==> src/pkg/pefs_consts.vh <==
// constants for the port e address pin function select block
`ifndef PEFS_CONSTS_VH
`define PEFS_CONSTS_VH

// ====================================================================
// register byte offsets on the avalon slave
`define PEFS_OFF_FSEL 4'h0
`define PEFS_OFF_DIR 4'h4
`define PEFS_OFF_DATA 4'h8
`define PEFS_OFF_STAT 4'hC

// ====================================================================
// field layout and reset values
`define PEFS_PIN_LO 5
`define PEFS_PIN_HI 14
`define PEFS_PIN_MASK 16'h7FE0
`define PEFS_FSEL_RESET 16'h0000
`define PEFS_DIR_RESET 16'h0000
`define PEFS_LATCH_RESET 16'h0000
`define PEFS_STAT_MODE_LSB 16
`define PEFS_RDATA_RESET 32'h0000_0000

// ====================================================================
// operating mode codes
`define PEFS_MODE_ROM_OFF 2'h0
`define PEFS_MODE_ROM_ON 2'h1
`define PEFS_MODE_SINGLE 2'h2
`define PEFS_MODE_SPARE 2'h3

`endif

==> src/hw/pefs_pin_cell.v <==
// one multiplexed port e pin: function decode and registered pin drive
`timescale 1ns/10ps
`include "pefs_consts.vh"

module pefs_pin_cell (
  // clock, reset, enable
  input wire clk,
  input wire rst,
  input wire ce,
  // control
  input wire [1:0] op_mode,
  input wire fsel_bit,
  input wire dir_bit,
  input wire addr_bit,
  input wire latch_bit,
  // pin
  input wire pin_in,
  output reg pin_out,
  output reg pin_oe_n,
  // status
  output wire is_addr,
  output reg pin_level
);

  // ====================================================================
  // function decode
  reg addr_sel;

  always @* begin
    case (op_mode)
      `PEFS_MODE_ROM_OFF: addr_sel = 1'b1;
      `PEFS_MODE_ROM_ON: addr_sel = fsel_bit;
      `PEFS_MODE_SINGLE: addr_sel = 1'b0;
      default: addr_sel = 1'b0;
    endcase
  end

  assign is_addr = addr_sel;

  // ====================================================================
  // pin drive; released during reset so nothing fights the board
  always @(posedge clk) begin
    if (rst) begin
      pin_out <= 1'b0;
      pin_oe_n <= 1'b1;
      pin_level <= 1'b0;
    end else if (ce) begin
      pin_level <= pin_in;
      if (addr_sel) begin
        pin_out <= addr_bit;
        pin_oe_n <= 1'b0;
      end else begin
        pin_out <= latch_bit;
        pin_oe_n <= ~dir_bit;
      end
    end
  end

endmodule // pefs_pin_cell

==> src/hw/pefs_port_e_pinmux.v <==
// port e address pin function select: register slave and pin muxes
//
// Behaviour
// - rom-off expanded: all pins address outputs
// - rom-on expanded: bit 0 gpio, 1 address
// - single-chip: every pin stays gpio
// - select bits reset to zero
// - select bit n steers pin n, 14..5
// - power-on or hardware standby clears; else kept
// - gpio direction follows direction bit, 1 output
`timescale 1ns/10ps
`include "pefs_consts.vh"

module pefs_port_e_pinmux (
  // clock, reset, enable
  input wire clk,
  input wire rst,
  input wire ce,
  // chip state
  input wire [1:0] op_mode,
  input wire hw_standby,
  // avalon-mm slave
  input wire [3:0] address,
  input wire read,
  input wire write,
  input wire [31:0] writedata,
  input wire [3:0] byteenable,
  output reg [31:0] readdata,
  output wire waitrequest,
  // external bus address lines from the bus controller
  input wire [14:5] ext_addr,
  // port e pins 14..5
  input wire [14:5] pin_in,
  output wire [14:5] pin_out,
  output wire [14:5] pin_oe_n
);

  // ====================================================================
  // state
  reg [15:0] port_e_pin_function_select;
  reg [15:0] port_e_direction_select;
  reg [15:0] port_e_output_latch;
  reg ack;

  reg [15:0] next_fsel;
  reg [15:0] next_dir;
  reg [15:0] next_latch;
  reg [31:0] next_readdata;

  wire [14:5] pin_is_addr;
  wire [14:5] pin_level;
  wire [15:0] level_word;
  wire [15:0] addr_word;
  wire [31:0] stat_word;

  wire access;
  wire wr_now;
  wire rd_first;
  wire hit_fsel;
  wire hit_dir;
  wire hit_data;
  wire hit_stat;

  // ====================================================================
  // bus handshake
  // one wait cycle per access: the first cycle captures read data, the
  // second (ack high) is where waitrequest drops and writes land;
  // while ce is low the answer is held back, since a frozen edge would
  // let the master finish a write that never lands
  assign access = read | write;
  assign waitrequest = access & ~(ack & ce);
  assign wr_now = write & ~read & ack;
  assign rd_first = read & ~write & ~ack;

  assign hit_fsel = (address == `PEFS_OFF_FSEL);
  assign hit_dir = (address == `PEFS_OFF_DIR);
  assign hit_data = (address == `PEFS_OFF_DATA);
  assign hit_stat = (address == `PEFS_OFF_STAT);

  always @(posedge clk) begin
    if (rst) begin
      ack <= 1'b0;
    end else if (ce) begin
      ack <= access & ~ack;
    end
  end

  // ====================================================================
  // byte-lane merge for the writable registers
  function [15:0] pefs_merge;
    input [15:0] old_val;
    input [31:0] wdata;
    input [3:0] be;
    begin
      pefs_merge = old_val;
      if (be[0]) begin
        pefs_merge[7:0] = wdata[7:0];
      end
      if (be[1]) begin
        pefs_merge[15:8] = wdata[15:8];
      end
      pefs_merge = pefs_merge & `PEFS_PIN_MASK;
    end
  endfunction

  // ====================================================================
  // register write path
  // select bits are always writable, even where the mode ignores them
  always @* begin
    next_fsel = port_e_pin_function_select;
    next_dir = port_e_direction_select;
    next_latch = port_e_output_latch;
    if (wr_now && hit_fsel) begin
      next_fsel = pefs_merge(port_e_pin_function_select, writedata, byteenable);
    end
    if (wr_now && hit_dir) begin
      next_dir = pefs_merge(port_e_direction_select, writedata, byteenable);
    end
    if (wr_now && hit_data) begin
      next_latch = pefs_merge(port_e_output_latch, writedata, byteenable);
    end
  end

  // power-on reset and hardware standby clear; sleep and software
  // standby are simply ce low or no access, so contents are kept
  always @(posedge clk) begin
    if (rst) begin
      port_e_pin_function_select <= `PEFS_FSEL_RESET;
      port_e_direction_select <= `PEFS_DIR_RESET;
      port_e_output_latch <= `PEFS_LATCH_RESET;
    end else if (ce) begin
      if (hw_standby) begin
        port_e_pin_function_select <= `PEFS_FSEL_RESET;
        port_e_direction_select <= `PEFS_DIR_RESET;
        port_e_output_latch <= `PEFS_LATCH_RESET;
      end else begin
        port_e_pin_function_select <= next_fsel;
        port_e_direction_select <= next_dir;
        port_e_output_latch <= next_latch;
      end
    end
  end

  // ====================================================================
  // read path
  // readdata is captured in the wait cycle and held until the next read
  generate
    genvar w;
    for (w = 0; w < 16; w = w + 1) begin : g_word
      if (w >= `PEFS_PIN_LO && w <= `PEFS_PIN_HI) begin : g_pin
        assign level_word[w] = pin_level[w];
        assign addr_word[w] = pin_is_addr[w];
      end else begin : g_none
        assign level_word[w] = 1'b0;
        assign addr_word[w] = 1'b0;
      end
    end
  endgenerate

  assign stat_word = {14'h0000, op_mode, addr_word};

  always @* begin
    next_readdata = `PEFS_RDATA_RESET;
    case (address)
      `PEFS_OFF_FSEL: next_readdata = {16'h0000, port_e_pin_function_select};
      `PEFS_OFF_DIR: next_readdata = {16'h0000, port_e_direction_select};
      `PEFS_OFF_DATA: next_readdata = {16'h0000, level_word};
      `PEFS_OFF_STAT: next_readdata = stat_word;
      default: next_readdata = `PEFS_RDATA_RESET;
    endcase
  end

  always @(posedge clk) begin
    if (rst) begin
      readdata <= `PEFS_RDATA_RESET;
    end else if (ce && rd_first) begin
      readdata <= next_readdata;
    end
  end

  // ====================================================================
  // pin cells: select bit n drives pin n, which shares address line n
  generate
    genvar p;
    for (p = `PEFS_PIN_LO; p <= `PEFS_PIN_HI; p = p + 1) begin : g_pin_cell
      pefs_pin_cell u_cell (
        .clk(clk),
        .rst(rst),
        .ce(ce),
        .op_mode(op_mode),
        .fsel_bit(port_e_pin_function_select[p]),
        .dir_bit(port_e_direction_select[p]),
        .addr_bit(ext_addr[p]),
        .latch_bit(port_e_output_latch[p]),
        .pin_in(pin_in[p]),
        .pin_out(pin_out[p]),
        .pin_oe_n(pin_oe_n[p]),
        .is_addr(pin_is_addr[p]),
        .pin_level(pin_level[p])
      );
    end
  endgenerate

endmodule // pefs_port_e_pinmux

==> config.mk <==
export PLATFORM = sky130hd
export DESIGN_NAME = pefs_port_e_pinmux
export DESIGN_NICKNAME = d
export VERILOG_FILES = /design/src/hw/pefs_pin_cell.v /design/src/hw/pefs_port_e_pinmux.v
export VERILOG_INCLUDE_DIRS = /design/src /design/src/pkg
export SDC_FILE = /design/constraint.sdc
export NUM_CORES = 1
export LEC_CHECK = 0
export BUFFER_PORTS_ARGS = -buffer_cell sky130_fd_sc_hd__buf_4
export CAP_MARGIN = 30
export CORE_MARGIN = 1
export CORE_UTILIZATION = 54
export DETAILED_ROUTE_END_ITERATION = 6
export GPL_TIMING_DRIVEN = 1
export PLACE_DENSITY = 0.88
export RECOVER_POWER = 100
export SYNTH_ARGS = -nofsm -noshare
export SYNTH_HDL_FRONTEND = slang
export SYNTH_SLANG_ARGS = --single-unit
==> constraint.sdc <==
create_clock -name clk -period 3.2 [get_ports clk]
set_input_delay 0.96 -clock clk [delete_from_list [all_inputs] [get_ports clk]]
set_output_delay 0.96 -clock clk [all_outputs]
set_load 0.005 [all_outputs]
==> results.toml <==
[sta]
finalCriticalPeriod_ns = 2.69
worst_pin_slew_ns = 1.01
drv_slew = 0
maxSlewHeadroom_pct = 32.9
finalClockSkew_ns = 0.00385
grt_setup_unrepaired = "false"
fin_setup_tns_ns = 0
final_hold_viol_count = 0
holdWs_ns = 0.465
min_period_over_period_pct = 84.2
setup_viol = 0
max_freq_mhz = 371

[outcome]
violations = "design-rule violations"
status = "finished, violations left"

[layout]
final_util_pct = 65.1
num-fill-cells = 531
fin_nets = 539
antenna_cells = 0
drive_gt1_share_pct = 20.3
syn_to_final_growth_pct = 15.0
design_area_um2 = 4180

[detailed_routing]
vias = 3305
dr.pass1.iters = 7
vias_per_cell = 6.00
ant_nets = 0
drt-initial-drc-count = 365
wirelength_um = 9020
drc_errors = 10
routedWlPerCell_um = 16.4

[global_route]
antenna_found_initial = 0
grt_pass1_wl_um = 14600
grt_max_degree = 44
grt.overflow.total = 0
grt.total_usage_pct = 26.4
grt_pass1_vias = 3137

[power_and_ir_drop]
seqPwrFrac_pct = 47.3
p_switching_uw = 465
power_density_nw_per_um2 = 478
vdd_drop_max_mv = 0.323
p_clk_share_pct = 42.4
p_comb_share_pct = 10.4
leakagePower_nw = 1.61
internal_power_mw = 1.53
sw_frac_of_total_pct = 23.3

[logic_synthesis]
yosysTopAreaCellShare_pct = 40.2
synth_edf_count = 0
synth_cell_types = 43
syn_area_um2 = 3640
synth_fa_ha_area_share_pct = 0
synth_top_family_by_area = "compound AO/OA/AOI/OAI gates"
synth.area.top_cells = "dfxtp_1 (40%), buf_4 (8.3%), mux2i_1 (8.3%)"
synth_xor_xnor_area_share_pct = 0
ys_seq_area_share_pct = 40.2
synth.area.mux_share_pct = 8.26
synth-seq-cells = 73
yosys.area_share.simple_pct = 17.1
async_flop_share_pct = 0
synth_flop_cell = "dfxtp_1"
syn_avg_cell_area_um2 = 8.50
yosysTopAreaCell = "dfxtp_1"
yosysWarnings = 0
synth_compound_area_share_pct = 21.5
synth_cells = 428

[clock_tree]
numCtsBuffers = 9
ctsResizeCount = 0
clk_pin_slew_ns = 0.07
cts.sinks = 73
cts_max_level = 3
clockRootBuffer = "clkbuf_8"
clock_path_buffers = 2
cts_hold_buf = 0
postCtsSetupRepairBufs = 0
cts_tree = "built"
clk_latency_ns = 0.34

[floorplanning]
chipHeight_um = 84.1
coreArea_um2 = 6420
dieArea_um2 = 7070
rows = 29
die_x_um = 84.1
start_util_pct = 56.6
top_level_ports = 121

[worst_hold_path]
min_from = "g_pin_cell[11].u_cell.pin_level"
min_to = "readdata[11]"
whs_path_depth = 2
holdCritPathClass = "reg -> reg"

[setup_path]
r2r-end = "readdata[14]"
ff2ff_path_depth = 5
arrival_ns = 2.93
cp-end-kind = "register"
worstReg2RegStart = "ack"
worstSetupPathType = "in -> reg"
r2r_slack_ns = 1.40
start_kind = "input port"
cp_max_fo = 16
worstPathRequired_ns = 3.43

[placement]
place.gp.congestion = 0.861
port_buffers = 76
dp_hpwl_um = 6290
placed_area_um2 = 4000

[flow_run]
maxCapViolations = 0
[cells in the mapped netlist (4+ instances only)]
cell        n
a221oi_1   10
a21oi_1    43
buf_4      40
a211oi_1   20
buf_2      10
mux2i_1    30
nor2_1     34
a31oi_1    14
and3_1      7
dfxtp_1    73
o31ai_1    11
o2bb2ai_1   4
o21ai_0     7
clkbuf_1   18
inv_1      11
nand2_1    40
nand3_1    23
[cell families (layout without fill, tap and decap cells)]
logic type,Yosys count,in the layout
mux,30,30
simple gates,125,125
buf+inv,81,108
compound gates,118,118
flops,73,73
other cells,1,20
[power groups by stage]
stage               clock network, mW  logic, mW  registers, mW
global route                    0.898      0.224          0.947
finish                          0.846      0.207          0.945
detailed placement                  0      0.208          0.966
CTS                             0.849      0.209          0.945
global placement                    0      0.203          0.965
floorplan                           0      0.150          0.962
[registers in the layout, indices dropped and copies added, names as in the netlist]
register / count
g_pin_cell.u_cell.pin_level: 10
port_e_output_latch: 10
port_e_pin_function_select: 10
port_e_direction_select: 10
readdata: 12
ack: 1
g_pin_cell.u_cell.pin_oe_n: 10
g_pin_cell.u_cell.pin_out: 10
[per-layer routing]
metal	track usage, %	vias to the layer above	wire length [µm]
met5	0	-	0
met4	10.7	0	211
met3	8.01	23	617
met2	44.8	173	4400
met1	31.1	1552	3790
li1	-	1557	-
[worst max-delay path, stage by stage]
cell	delay [ns]
clkbuf_1	0.73
or4b_1	0.62
o21ai_1	0.16
a21oi_1	0.12
a2bb2o_1	0.33
[per-stage QoR]
| stage | cells | power [mW] | setup slack (ns) |
|---|---|---|---|
| final | 551 | 2.00 | 0.506 |
| after global routing | 551 | 2.07 | 0.424 |
| after CTS | 551 | 2.00 | 0.815 |
| after detailed placement | 537 | 1.17 | 0.684 |
| after global placement | 537 | 1.17 | 0.746 |
| after floorplan | 447 | 1.11 | 0.746 |
[layout by cell type (no fill, tap or decap), types with 3 or more instances in the layout]
master	synthesis	layout
nand2b_1	2	3
o21ai_0	7	7
a221oi_1	10	10
o31ai_1	11	11
conb_1	1	20
buf_4	40	45
inv_1	11	12
a21oi_1	43	43
a2bb2o_1	2	5
a211oi_1	20	20
nor2_1	34	34
and3_1	7	7
nand2_1	40	40
bufinv_16	0	3
dfxtp_1	73	73
o2bb2ai_1	4	4
mux2i_1	30	30
clkbuf_1	18	4
a31oi_1	14	14
nand3_1	23	23
clkbuf_8	0	9
clkbuf_4	0	32
[cell type report]
cell class                 count  area, µm²  area share, %
timing repair buffer          82        598           14.3
clock inverter                 5        106           2.54
multi-input combinational    293       1750           41.8
tap                           77       96.3           2.30
clock buffer                   9        124           2.96
sequential                    73       1460           35.0
inverter                      12       45.0           1.08
[how the worst max path moves through the flow]
stage	startpoint	to	slack, ns	cells after the start
floorplan	ce	waitrequest	0.75	3
global placement	ce	port_e_pin_function_select[6]	0.75	6
detailed placement	write	readdata[12]	0.68	6
CTS	write	waitrequest	0.82	4
global route	ce	port_e_pin_function_select[5]	0.42	6
finish	address[2]	port_e_direction_select[6]	0.51	5
Power figures use the tool's default switching activity.
